$ cat src/pkg/lpc_cfg.svh
// timing and encoding constants for the low power and clock controller
`ifndef LPC_CFG_SVH
`define LPC_CFG_SVH
`define LPC_CLK_HZ        20000000
`define LPC_MODE_SLEEP    2'h0
`define LPC_MODE_STOP     2'h1
`define LPC_MODE_STANDBY  2'h2
`define LPC_LINE_COUNT    23
`define LPC_FAIL_WINDOW   8'h10
`define LPC_RESET_CYCLES  8'h08
`endif

$ cat src/pkg/lpc_pkg.sv
// types shared by the low power and clock controller
package lpc_pkg;
    typedef enum logic [1:0] {
        LPC_SRC_INTERNAL,
        LPC_SRC_EXTERNAL,
        LPC_SRC_PLL
    } lpc_src_e;
    typedef enum logic [2:0] {
        LPC_RUN,
        LPC_SLEEP,
        LPC_STOP,
        LPC_STANDBY,
        LPC_WAKE_RESET
    } lpc_state_e;
endpackage : lpc_pkg

$ cat src/pkg/lpc_mon_if.sv
// link between the controller and its external clock monitor
`timescale 1ns/1ns
interface lpc_mon_if;
    logic enable;
    logic extTick;
    logic failPulse;
    modport ctrl (output enable, output extTick, input failPulse);
    modport mon  (input enable, input extTick, output failPulse);
endinterface : lpc_mon_if

$ cat src/logic/lpc_clk_monitor.sv
// watchdog on the external oscillator: no edge within a window means failure
`timescale 1ns/1ns
`include "lpc_cfg.svh"
module lpc_clk_monitor
(
    input  wire logic clock,
    input  wire logic sys_rst,
    lpc_mon_if.mon    mon
);
    logic [7:0] cnt_r;
    logic [7:0] cnt_nxt;
    logic       tickPrev_r;
    logic       tickPrev_nxt;
    logic       fail_r;
    logic       fail_nxt;

    always_comb
    begin
        cnt_nxt      = cnt_r;
        tickPrev_nxt = mon.extTick;
        fail_nxt     = 1'b0;
        if (!mon.enable || (mon.extTick != tickPrev_r))
            cnt_nxt = 8'h00;
        else if (cnt_r == `LPC_FAIL_WINDOW)
        begin
            fail_nxt = 1'b1;
            cnt_nxt  = 8'h00;
        end
        else
            cnt_nxt = cnt_r + 8'h01;
    end

    always_ff @(posedge clock)
    begin
        if (sys_rst)
        begin
            cnt_r      <= 8'h00;
            tickPrev_r <= 1'b0;
            fail_r     <= 1'b0;
        end
        else
        begin
            cnt_r      <= cnt_nxt;
            tickPrev_r <= tickPrev_nxt;
            fail_r     <= fail_nxt;
        end
    end
    assign mon.failPulse = fail_r;

    chk_fail_needs_enable: assert property (@(posedge clock) disable iff (sys_rst)
        fail_r |-> $past(mon.enable))
        else $error("failure flagged while monitor off");
endmodule : lpc_clk_monitor

$ cat src/logic/lpc_power_ctrl.sv
// low power mode sequencer and system clock source controller
`timescale 1ns/1ns
`include "lpc_cfg.svh"
// Overview of operation
// light sleep stops only the processor clock; peripherals keep clocks
// any peripheral interrupt or event wakes from light sleep
// deep stop gates core clocks and disables pll and both oscillators
// deep stop keeps sram and registers powered and intact
// deep stop regulator mode follows the low power choice made before entry
// any enabled interrupt line wakes from deep stop
// standby switches off regulator, core domain, pll and oscillators
// standby loses sram and registers except backup and standby circuitry
// reset pin low, watchdog reset, wakeup pin rise or alarm leave standby
// real time clock and watchdog with their clocks run in every mode
// every reset selects the internal rc oscillator as clock source
// an external clock selected as source is monitored for failure
// on failure the clock returns to the internal rc oscillator
// failure raises an interrupt only when its enable is set
// software keeps main buses at most 72 mhz, slow bus at most 36 mhz
// leaving standby runs a full reset with the internal oscillator
// software selects the mode before the wait instruction starting entry
module lpc_power_ctrl
#(
    parameter int LINES = `LPC_LINE_COUNT
)
(
    input  wire logic             clock,
    input  wire logic             sys_rst,
    input  wire logic [1:0]       modeSelect,
    input  wire logic             regulatorLowPower,
    input  wire logic             waitRequest,
    input  wire logic             peripheralEvent,
    input  wire logic [LINES-1:0] lineRequest,
    input  wire logic [LINES-1:0] lineEnable,
    input  wire logic             reset_pin_low_n,
    input  wire logic             independentWatchdogReset,
    input  wire logic             wakeupPin,
    input  wire logic             rtcAlarm,
    input  wire logic [1:0]       sourceSelect,
    input  wire logic             extOscTick,
    input  wire logic             failIrqEnable,
    input  wire logic             failIrqClear,
    output logic                  cpuClockEnable,
    output logic                  periphClockEnable,
    output logic                  coreDomainClockEnable,
    output logic                  pllEnable,
    output logic                  internalRcOscEnable,
    output logic                  externalOscEnable,
    output logic                  regulatorOn,
    output logic                  regulatorLowPowerOut,
    output logic                  retentionKeep,
    output logic                  backupDomainOn,
    output logic                  rtcWatchdogRun,
    output logic                  systemReset,
    output logic [1:0]            activeSource,
    output logic                  failFlag,
    output logic                  failIrq,
    output logic [2:0]            powerState
);
    // ----------------------------------------------------------------
    // state
    // ----------------------------------------------------------------
    lpc_pkg::lpc_state_e state_r;
    lpc_pkg::lpc_state_e state_nxt;
    logic [7:0]          rstCnt_r;
    logic [7:0]          rstCnt_nxt;
    logic                wkPrev_r;
    logic                wkPrev_nxt;
    logic                lpLatch_r;
    logic                lpLatch_nxt;
    lpc_pkg::lpc_src_e   src_r;
    lpc_pkg::lpc_src_e   src_nxt;
    logic                fail_r;
    logic                fail_nxt;
    logic                stopWake;
    logic                standbyWake;
    lpc_mon_if           monLink ();

    function automatic lpc_pkg::lpc_src_e decodeSrc(input logic [1:0] sel);
        unique case (sel)
            2'h1:    decodeSrc = lpc_pkg::LPC_SRC_EXTERNAL;
            2'h2:    decodeSrc = lpc_pkg::LPC_SRC_PLL;
            default: decodeSrc = lpc_pkg::LPC_SRC_INTERNAL;
        endcase
    endfunction : decodeSrc

    assign stopWake    = |(lineRequest & lineEnable);
    assign standbyWake = !reset_pin_low_n || independentWatchdogReset
                      || (wakeupPin && !wkPrev_r) || rtcAlarm;

    // ----------------------------------------------------------------
    // mode sequencer
    // ----------------------------------------------------------------
    always_comb
    begin
        state_nxt   = state_r;
        rstCnt_nxt  = rstCnt_r;
        wkPrev_nxt  = wakeupPin;
        lpLatch_nxt = lpLatch_r;
        unique case (state_r)
            lpc_pkg::LPC_RUN:
                if (waitRequest)
                begin
                    lpLatch_nxt = regulatorLowPower;
                    if (modeSelect == `LPC_MODE_STOP)
                        state_nxt = lpc_pkg::LPC_STOP;
                    else if (modeSelect == `LPC_MODE_STANDBY)
                        state_nxt = lpc_pkg::LPC_STANDBY;
                    else
                        state_nxt = lpc_pkg::LPC_SLEEP;
                end
            lpc_pkg::LPC_SLEEP:
                if (peripheralEvent || stopWake)
                    state_nxt = lpc_pkg::LPC_RUN;
            lpc_pkg::LPC_STOP:
                if (stopWake)
                    state_nxt = lpc_pkg::LPC_RUN;
            lpc_pkg::LPC_STANDBY:
                if (standbyWake)
                begin
                    state_nxt  = lpc_pkg::LPC_WAKE_RESET;
                    rstCnt_nxt = 8'h00;
                end
            lpc_pkg::LPC_WAKE_RESET:
                if (rstCnt_r == `LPC_RESET_CYCLES)
                    state_nxt = lpc_pkg::LPC_RUN;
                else
                    rstCnt_nxt = rstCnt_r + 8'h01;
            default:
                state_nxt = lpc_pkg::LPC_RUN;
        endcase
    end

    always_ff @(posedge clock)
    begin
        if (sys_rst)
        begin
            state_r   <= lpc_pkg::LPC_RUN;
            rstCnt_r  <= 8'h00;
            wkPrev_r  <= 1'b1;
            lpLatch_r <= 1'b0;
        end
        else
        begin
            state_r   <= state_nxt;
            rstCnt_r  <= rstCnt_nxt;
            wkPrev_r  <= wkPrev_nxt;
            lpLatch_r <= lpLatch_nxt;
        end
    end

    // ----------------------------------------------------------------
    // clock source and failure handling
    // ----------------------------------------------------------------
    always_comb
    begin
        src_nxt  = src_r;
        fail_nxt = fail_r;
        if (state_r == lpc_pkg::LPC_WAKE_RESET)
            src_nxt = lpc_pkg::LPC_SRC_INTERNAL;
        else if (monLink.failPulse)
            src_nxt = lpc_pkg::LPC_SRC_INTERNAL;
        else if (state_r == lpc_pkg::LPC_RUN)
        begin
            src_nxt = decodeSrc(sourceSelect);
            // a failed crystal stays out until software clears the flag
            if (fail_r && src_nxt == lpc_pkg::LPC_SRC_EXTERNAL)
                src_nxt = lpc_pkg::LPC_SRC_INTERNAL;
        end
        if (failIrqClear)
            fail_nxt = 1'b0;
        if (monLink.failPulse)
            fail_nxt = 1'b1; // set wins over clear
    end

    always_ff @(posedge clock)
    begin
        if (sys_rst)
        begin
            src_r  <= lpc_pkg::LPC_SRC_INTERNAL;
            fail_r <= 1'b0;
        end
        else
        begin
            src_r  <= src_nxt;
            fail_r <= fail_nxt;
        end
    end

    // monitor is blind outside run and sleep so a stopped crystal is not a fault
    assign monLink.enable  = (src_r == lpc_pkg::LPC_SRC_EXTERNAL)
                          && (state_r == lpc_pkg::LPC_RUN || state_r == lpc_pkg::LPC_SLEEP);
    assign monLink.extTick = extOscTick;

    lpc_clk_monitor u_monitor
    (
        .clock   (clock),
        .sys_rst (sys_rst),
        .mon     (monLink)
    );

    // ----------------------------------------------------------------
    // domain controls
    // ----------------------------------------------------------------
    always_comb
    begin
        cpuClockEnable        = (state_r == lpc_pkg::LPC_RUN);
        periphClockEnable     = (state_r == lpc_pkg::LPC_RUN)
                             || (state_r == lpc_pkg::LPC_SLEEP);
        coreDomainClockEnable = periphClockEnable;
        pllEnable             = periphClockEnable && (src_r == lpc_pkg::LPC_SRC_PLL);
        internalRcOscEnable   = periphClockEnable || (state_r == lpc_pkg::LPC_WAKE_RESET);
        externalOscEnable     = periphClockEnable && (src_r != lpc_pkg::LPC_SRC_INTERNAL);
        regulatorOn           = (state_r != lpc_pkg::LPC_STANDBY);
        regulatorLowPowerOut  = (state_r == lpc_pkg::LPC_STOP) && lpLatch_r;
        retentionKeep         = (state_r != lpc_pkg::LPC_STANDBY)
                             && (state_r != lpc_pkg::LPC_WAKE_RESET);
        backupDomainOn        = 1'b1;
        rtcWatchdogRun        = 1'b1;
        systemReset           = (state_r == lpc_pkg::LPC_WAKE_RESET);
    end
    assign activeSource = src_r;
    assign failFlag     = fail_r;
    assign failIrq      = fail_r && failIrqEnable;
    assign powerState   = state_r;

    // ----------------------------------------------------------------
    // checks
    // ----------------------------------------------------------------
    chk_sleep_periph_on: assert property (@(posedge clock) disable iff (sys_rst)
        state_r == lpc_pkg::LPC_SLEEP |-> !cpuClockEnable && periphClockEnable)
        else $error("sleep clocks wrong");
    chk_sleep_wake_event: assert property (@(posedge clock) disable iff (sys_rst)
        state_r == lpc_pkg::LPC_SLEEP && peripheralEvent |=> state_r == lpc_pkg::LPC_RUN)
        else $error("sleep did not wake");
    chk_stop_clocks_off: assert property (@(posedge clock) disable iff (sys_rst)
        state_r == lpc_pkg::LPC_STOP |-> !pllEnable && !internalRcOscEnable
            && !externalOscEnable && !coreDomainClockEnable && retentionKeep)
        else $error("stop clocks running");
    chk_stop_reg_mode: assert property (@(posedge clock) disable iff (sys_rst)
        state_r == lpc_pkg::LPC_RUN && waitRequest && modeSelect == `LPC_MODE_STOP
        |=> regulatorLowPowerOut == $past(regulatorLowPower))
        else $error("regulator mode not latched");
    chk_stop_line_wake: assert property (@(posedge clock) disable iff (sys_rst)
        state_r == lpc_pkg::LPC_STOP && stopWake |=> state_r == lpc_pkg::LPC_RUN)
        else $error("stop did not wake");
    chk_standby_power_off: assert property (@(posedge clock) disable iff (sys_rst)
        state_r == lpc_pkg::LPC_STANDBY |-> !regulatorOn && !retentionKeep && rtcWatchdogRun)
        else $error("standby power wrong");
    chk_standby_exit_reset: assert property (@(posedge clock) disable iff (sys_rst)
        state_r == lpc_pkg::LPC_STANDBY && standbyWake
        |=> systemReset [*8] ##1 systemReset ##1 !systemReset && activeSource == 2'h0)
        else $error("standby exit reset wrong");
    chk_fail_fallback: assert property (@(posedge clock) disable iff (sys_rst)
        monLink.failPulse |=> activeSource == 2'h0 && failFlag)
        else $error("no fallback after failure");
    chk_fail_holds_internal: assert property (@(posedge clock) disable iff (sys_rst)
        failFlag |-> activeSource != 2'h1)
        else $error("failed crystal selected again");
    chk_fail_set_wins: assert property (@(posedge clock) disable iff (sys_rst)
        monLink.failPulse && failIrqClear |=> failFlag)
        else $error("clear beat a new failure");
    chk_irq_gated: assert property (@(posedge clock) disable iff (sys_rst)
        failIrq |-> failFlag && failIrqEnable)
        else $error("irq without enable");
    cov_sleep: cover property (@(posedge clock) state_r == lpc_pkg::LPC_SLEEP ##1
        state_r == lpc_pkg::LPC_RUN);
    cov_stop: cover property (@(posedge clock) state_r == lpc_pkg::LPC_STOP ##1
        state_r == lpc_pkg::LPC_RUN);
    cov_standby: cover property (@(posedge clock) state_r == lpc_pkg::LPC_WAKE_RESET);
    cov_fail: cover property (@(posedge clock) monLink.failPulse);
endmodule : lpc_power_ctrl

$ cat config.mk
export PLATFORM = sky130hd
export DESIGN_NAME = lpc_power_ctrl
export DESIGN_NICKNAME = d
export VERILOG_FILES = /design/src/pkg/lpc_pkg.sv /design/src/pkg/lpc_mon_if.sv /design/src/logic/lpc_clk_monitor.sv /design/src/logic/lpc_power_ctrl.sv
export VERILOG_INCLUDE_DIRS = /design/src /design/src/pkg
export SDC_FILE = /design/constraint.sdc
export NUM_CORES = 1
export LEC_CHECK = 0
export BUFFER_PORTS_ARGS = -buffer_cell sky130_fd_sc_hd__buf_4
export CAP_MARGIN = 0
export CORE_MARGIN = 3
export CORE_UTILIZATION = 44
export DETAILED_ROUTE_END_ITERATION = 10
export PLACE_DENSITY = 0.79
export SETUP_SLACK_MARGIN = 0.2
export SLEW_MARGIN = 15
export SYNTH_ARGS = -nofsm -noshare
export SYNTH_HDL_FRONTEND = slang
export SYNTH_HIERARCHICAL = 1
export SYNTH_SLANG_ARGS = --single-unit
$ cat constraint.sdc
create_clock -name clock -period 1.9 [get_ports clock]
set_input_delay 0.38 -clock clock [delete_from_list [all_inputs] [get_ports clock]]
set_output_delay 0.38 -clock clock [all_outputs]
set_load 0.05 [all_outputs]
# Word-level counts from Yosys, hierarchy flattened
# Index checks and enable logic that the tools add are counted.
dict set report totals {
  register_bits 26
  inputBits 62
  out_inout_bits 19
  elab_cells 82
}
dict set report classes {
  addsub 2
  eq_ne 22
  mux 19
  n_bitwise 1
  reduce_logical 29
}
# op n
set op_table {}
lappend op_table {{$and A23 B23 Y23} 1}
lappend op_table {{$reduce_or A23 Y1} 1}
lappend op_table {{$add A8 B1 Y8 const B} 2}
lappend op_table {{$mux W8} 2}
lappend op_table {{$pmux W8 S2} 1}
lappend op_table {{$mux W3} 5}
lappend op_table {{$pmux W3 S5} 1}
lappend op_table {{$mux W2} 6}
lappend op_table {{$ne A2 B2 Y1 const B} 5}
lappend op_table {{$eq A2 B1 Y1 const B} 4}
lappend op_table {{$eq A8 B4 Y1 const B} 1}
lappend op_table {{$eq A8 B5 Y1 const B} 1}
lappend op_table {{$logic_and A1 B1 Y1} 8}
lappend op_table {{$logic_or A1 B1 Y1} 7}
lappend op_table {{$eq A2 B2 Y1 const B} 3}
lappend op_table {{$eq A3 B2 Y1 const B} 2}
lappend op_table {{$reduce_bool A2 Y1} 3}
lappend op_table {{$reduce_or A3 Y1} 2}
lappend op_table {{$reduce_and A5 Y1} 1}
lappend op_table {{$pmux W2 S2} 1}
lappend op_table {{$eq A3 B1 Y1 const B} 1}
lappend op_table {{$eq A3 B3 Y1 const B} 1}
lappend op_table {{$logic_not A1 Y1} 3}
lappend op_table {{$logic_not A3 Y1} 1}
lappend op_table {{8 further kinds} 10}

# Longest topological paths before layout
dict set report logic_depth {
  ltp_word 8
  depth_mapped 7
  depth_no_buf 7
}

# Modules after synthesis
# The synthesis kept the hierarchy.
# module n_inst cells_per_inst area_each_um2 seq_area_each_um2
set modules_own_cells {}
lappend modules_own_cells {lpc_power_ctrl 1 122 1063.5 320.3}
lappend modules_own_cells {lpc_clk_monitor 1 46 435.4 200.2}

# Worst setup path after synthesis
# OpenSTA, ideal clock, no wires.
dict set report synth_path {
  path_kind {reg-to-output}
  startpoint {register state_r[1] (netlist: powerState[1])}
  endpoint {output port pllEnable}
  t_arrival_ns 2.398
  required_ns 1.520
  setup_slack_ns -0.878
  path_stages_with_launch 3
  n_path_buf 1
  path_cell_list {dfxtp_1 > buf_4 > nor4b_1}
}
dict set report synth_between {
  elab_chain_cells 3
  elab_cells_between_ends 4
  cone_classes {eq/ne (1); reduce/logical (3)}
}
# element line
set synth_lines {}
lappend synth_lines {{from (decl)} lpc_power_ctrl.sv:63} ;# lpc_pkg::lpc_state_e state_r;
lappend synth_lines {{from (signal assigned)} lpc_power_ctrl.sv:138} ;# state_r <= lpc_pkg::LPC_RUN;
lappend synth_lines {{from (signal assigned)} lpc_power_ctrl.sv:145} ;# state_r <= state_nxt;
lappend synth_lines {{$eq A3 B1 Y1 or $logic_not A3 Y1 (tied branches)} {lpc_power_ctrl.sv:209, lpc_power_ctrl.sv:208}}
lappend synth_lines {{$logic_or A1 B1 Y1 *} lpc_power_ctrl.sv:209} ;# || (state_r == lpc_pkg::LPC_SLEEP);
lappend synth_lines {{$logic_and A1 B1 Y1 *} lpc_power_ctrl.sv:211} ;# pllEnable = periphClockEnable && (src_r == lpc_pkg::LPC_SRC_PLL);
lappend synth_lines {{to (decl)} lpc_power_ctrl.sv:46} ;# output logic pllEnable,
# Every way passes the cells marked *; elsewhere a longest branch is shown, timed or not.

# Worst setup path in the final report
dict set report layout_path {
  startpoint {register state_r[2] (netlist: powerState[2])}
  endpoint {register state_r[0] (netlist: powerState[0])}
}
dict set report layout_between {
  elab_chain_cells 3
  elab_cells_between_ends 12
  cone_classes {eq/ne (9); mux (1); reduce/logical (2)}
}
# element line
set layout_lines {}
lappend layout_lines {{$eq A3 B1 Y1, or another cell as far along} lpc_power_ctrl.sv:100} ;# unique case (state_r)
lappend layout_lines {{$ne A2 B2 Y1 (no source line) or $ne A2 B1 Y1 (tied branches)} -}
lappend layout_lines {{$reduce_and A5 Y1 (no source line)} -}
# Several ways; a longest one is shown, not always the timed one.
# A chain may end at the register's enable or synchronous reset.

==> reports/metrics.cfg <==
[clocking]
clock_sinks = 26
clkTransAtPathRegs_ps = 150
cts_tree = built
cts_buffers = 3
cts_root_buf = clkbuf_4
cts_max_level = 1
clk-insertion-delay-late_ps = 330
cts_buffer_depth = 2
ctsHoldBuffers = 0

[drt]
vias = 1710
wl_per_cell_um = 18.1
first_iter_violations = 105
drc = 0
dr.pass1.iters = 4
routed_wirelength_um = 5620
drt.antenna.violating_nets = 0
via_per_inst = 5.50

[critical_path]
cp-end-kind = flip-flop
reg2regPathDepth = 5
rr_endpoint = powerState[0]
slowest_stage = or4b_4
critPathRequiredTime_ps = 2130
crit_chain = or4b_4 > o22ai_2 > o32ai_2 > a21oi_2 > mux2_4
startpoint = powerState[2]
crit_end = powerState[0]
crit_arrival_ps = 2000
r2r_start = powerState[2]
start_kind = flip-flop
crit_path_max_fanout = 6
critPathKind = flip-flop to flip-flop
cpPeakStageDelay_ps = 460
r2r_setup_slack_ps = 130

[floorplan]
io_pins = 81
initial_utilization_pct = 47.5
coreArea_mm2 = 0.00315
die_x_um = 64.4
die_area_mm2 = 0.00414
fp-row-count = 20
die_h_um = 64.4

[logic_synthesis]
synth_xor_area_share_pct = 6.43
synth_fa_ha_area_share_pct = 4.17
ys_seq_elements = 26
yosysTopAreaCellShare_pct = 34.7
syn_inst = 168
synth_ff_type = dfxtp_1
synthMuxAreaShare_pct = 2.84
synth_top_family_by_area = simple AND/OR/NAND/NOR gates
avgSynthCellArea_um2 = 8.92
synth_compound_area_share_pct = 17.0
yosysSeqAreaShare_pct = 34.7
synth-simple-area-share_pct = 27.7
synth-async-reset-ratio_pct = 0
synth_area_leaders = dfxtp_1 (35%), xor2_1 (4.7%), ha_1 (4.2%), nor2_1 (3.8%), a22oi_1 (3.5%)
synth-warning-count = 6
synth_edf_count = 0
syn-cell-area_mm2 = 0.00150
synth_top_cell_by_area = dfxtp_1
ys_types = 52

[final_layout]
layout-drive-gt1-share_pct = 56.2
nNetsFinal = 335
diodes = 0
final_common_cell = buf_4
final_cell_mix = buf_4 (92), dfxtp_1 (19), nor2_1 (13)
synthToLayoutAreaGrowth_pct = 70.8

[global_routing]
top_usage_layer = met2
antenna_found_initial = 0
use_met1_pct = 26.4
met3_usage_pct = 3.69
grt_pass1_wl_um = 7310
grt_overflow = 0
use_met2_pct = 39.9
grt_max_degree = 16
grt_usage_pct = 22.1
grt_pass1_vias = 1570

[sta]
hold_slack_ps = 251
fin_tns_setup_ps = 0
fin_crit_ps = 1770
rsz0062_at_grt = true
max_freq_mhz = 564
finalMaxSlewViolations = 0
finalClockSkew_ps = 13.6
finalHoldViolCount = 0
post-route-period-util_pct = 93.4
fin_ws_ps = 126
setup_viol_count_final = 0

[placed_design]
post-dp-hpwl_um = 3170
pre_cts_ws_ps = 107
gp_congestion = 0.845
portBuffers = 78

[power_and_ir_drop]
p_sw_uw = 605
vdd_drop_max_uv = 501
power.density_mw_per_mm2 = 683
p_leak_nw = 1.13
swShare_pct = 34.6
p_clk_share_pct = 22.2
power_frac_seq_pct = 34.1
p_int_mw = 1.14
power.share.combinational_pct = 43.7

[hold_path]
hold_class = primary input to flip-flop
hp-start = wakeupPin

[outcome]
outcome = completed

[job]
cap_violations = 0

through the flow:
| stage | total power [mW] | area (µm²) | util (%) | instances |
|---|---|---|---|---|
| 5_1_grt | 1.82 | 2560 | 81.2 | 311 |
| 6_report | 1.75 | 2560 | 81.2 | 311 |
| 3_3_place_gp | 1.15 | 2140 | 67.7 | 283 |
| 3_5_place_dp | 1.16 | 2140 | 67.7 | 283 |
| 4_1_cts | 1.63 | 2370 | 75.2 | 302 |
| 2_1_floorplan | 0.986 | 1550 | - | 169 |
critical path, delay by kind of cell (launching register included):
family             cells  cell delay, ps
muxes                  1             330
and+or+nand+nor        1             460
DFF                    1             420
AOI/OAI and AO/OA      3             450
flip-flops by register name (all words and copies together), names as in the netlist:
| signal | flops |
|---|---|
| activeSource | 2 |
| failFlag | 1 |
| lpLatch_r | 1 |
| powerState | 3 |
| rstCnt_r | 8 |
| u_monitor/cnt_r | 8 |
| u_monitor/mon.failPulse | 1 |
| u_monitor/tickPrev_r | 1 |
| wkPrev_r | 1 |
worst min-delay path by stage:
stage,cells after the start,slack (ps),to
floorplan,1,440,activeSource[0]
global placement,1,460,activeSource[0]
detailed placement,1,470,activeSource[0]
CTS,2,240,wkPrev_r
global route,2,230,wkPrev_r
finish,2,250,wkPrev_r
cells in the mapped netlist (2+ instances only):
master     count
dfxtp_1       26
nor2_1        15
inv_1         10
a21oi_1        8
xor2_1         8
a22oi_1        7
nor3_1         7
nand3_1        6
ha_1           5
buf_2          4
buf_4          4
nand2_1        4
nor2b_1        4
o21ai_0        4
and3_1         3
nor4b_1        3
o2111ai_1      3
or3_1          3
xnor2_1        3
a221oi_1       2
a22o_1         2
mux2_1         2
mux2i_1        2
nand2b_1       2
nand4_1        2
nor3b_1        2
or2_2          2
timing repair:
action | CTS | global route
setup buffers | 15 | 9
setup endpoints to repair | 12 | 16
endpoints found under the hold margin | 0 | 0
pin swaps | 6 | 11
resized for setup | 20 | 23
kinds of logic (layout without fill, tap and decap cells):
| family | count (synthesis) | in the layout |
|---|---|---|
| compound gates | 35 | 35 |
| xor+xnor | 11 | 11 |
| fa+ha+maj | 5 | 5 |
| buf+inv | 20 | 118 |
| flops | 26 | 26 |
| mux | 4 | 4 |
| other cells | 1 | 2 |
| simple gates | 66 | 66 |
power by group through the flow:
stage / clock network, mW / logic (mW) / registers [mW]
after floorplan: 0 / 0.338 / 0.648
final: 0.388 / 0.765 / 0.596
after global placement: 0 / 0.522 / 0.630
after CTS: 0.389 / 0.653 / 0.592
after global routing: 0.424 / 0.795 / 0.598
after detailed placement: 0 / 0.528 / 0.631
routing by layer:
metal | part of all wire, % | vias to the layer above
met5 | 0 | -
met4 | 3.5 | 0
met3 | 6.0 | 20
met2 | 54 | 68
met1 | 36 | 815
li1 | - | 807
area by class of cell:
type	instances	area (µm²)
inverters	10	43.8
clock inverters	1	30.0
clock buffers	3	22.5
well taps	44	55.1
fillers	202	593
flip-flops and latches	26	539
multi-input cells	123	1030
repair buffers	104	842
Power figures use the tool's default switching activity.
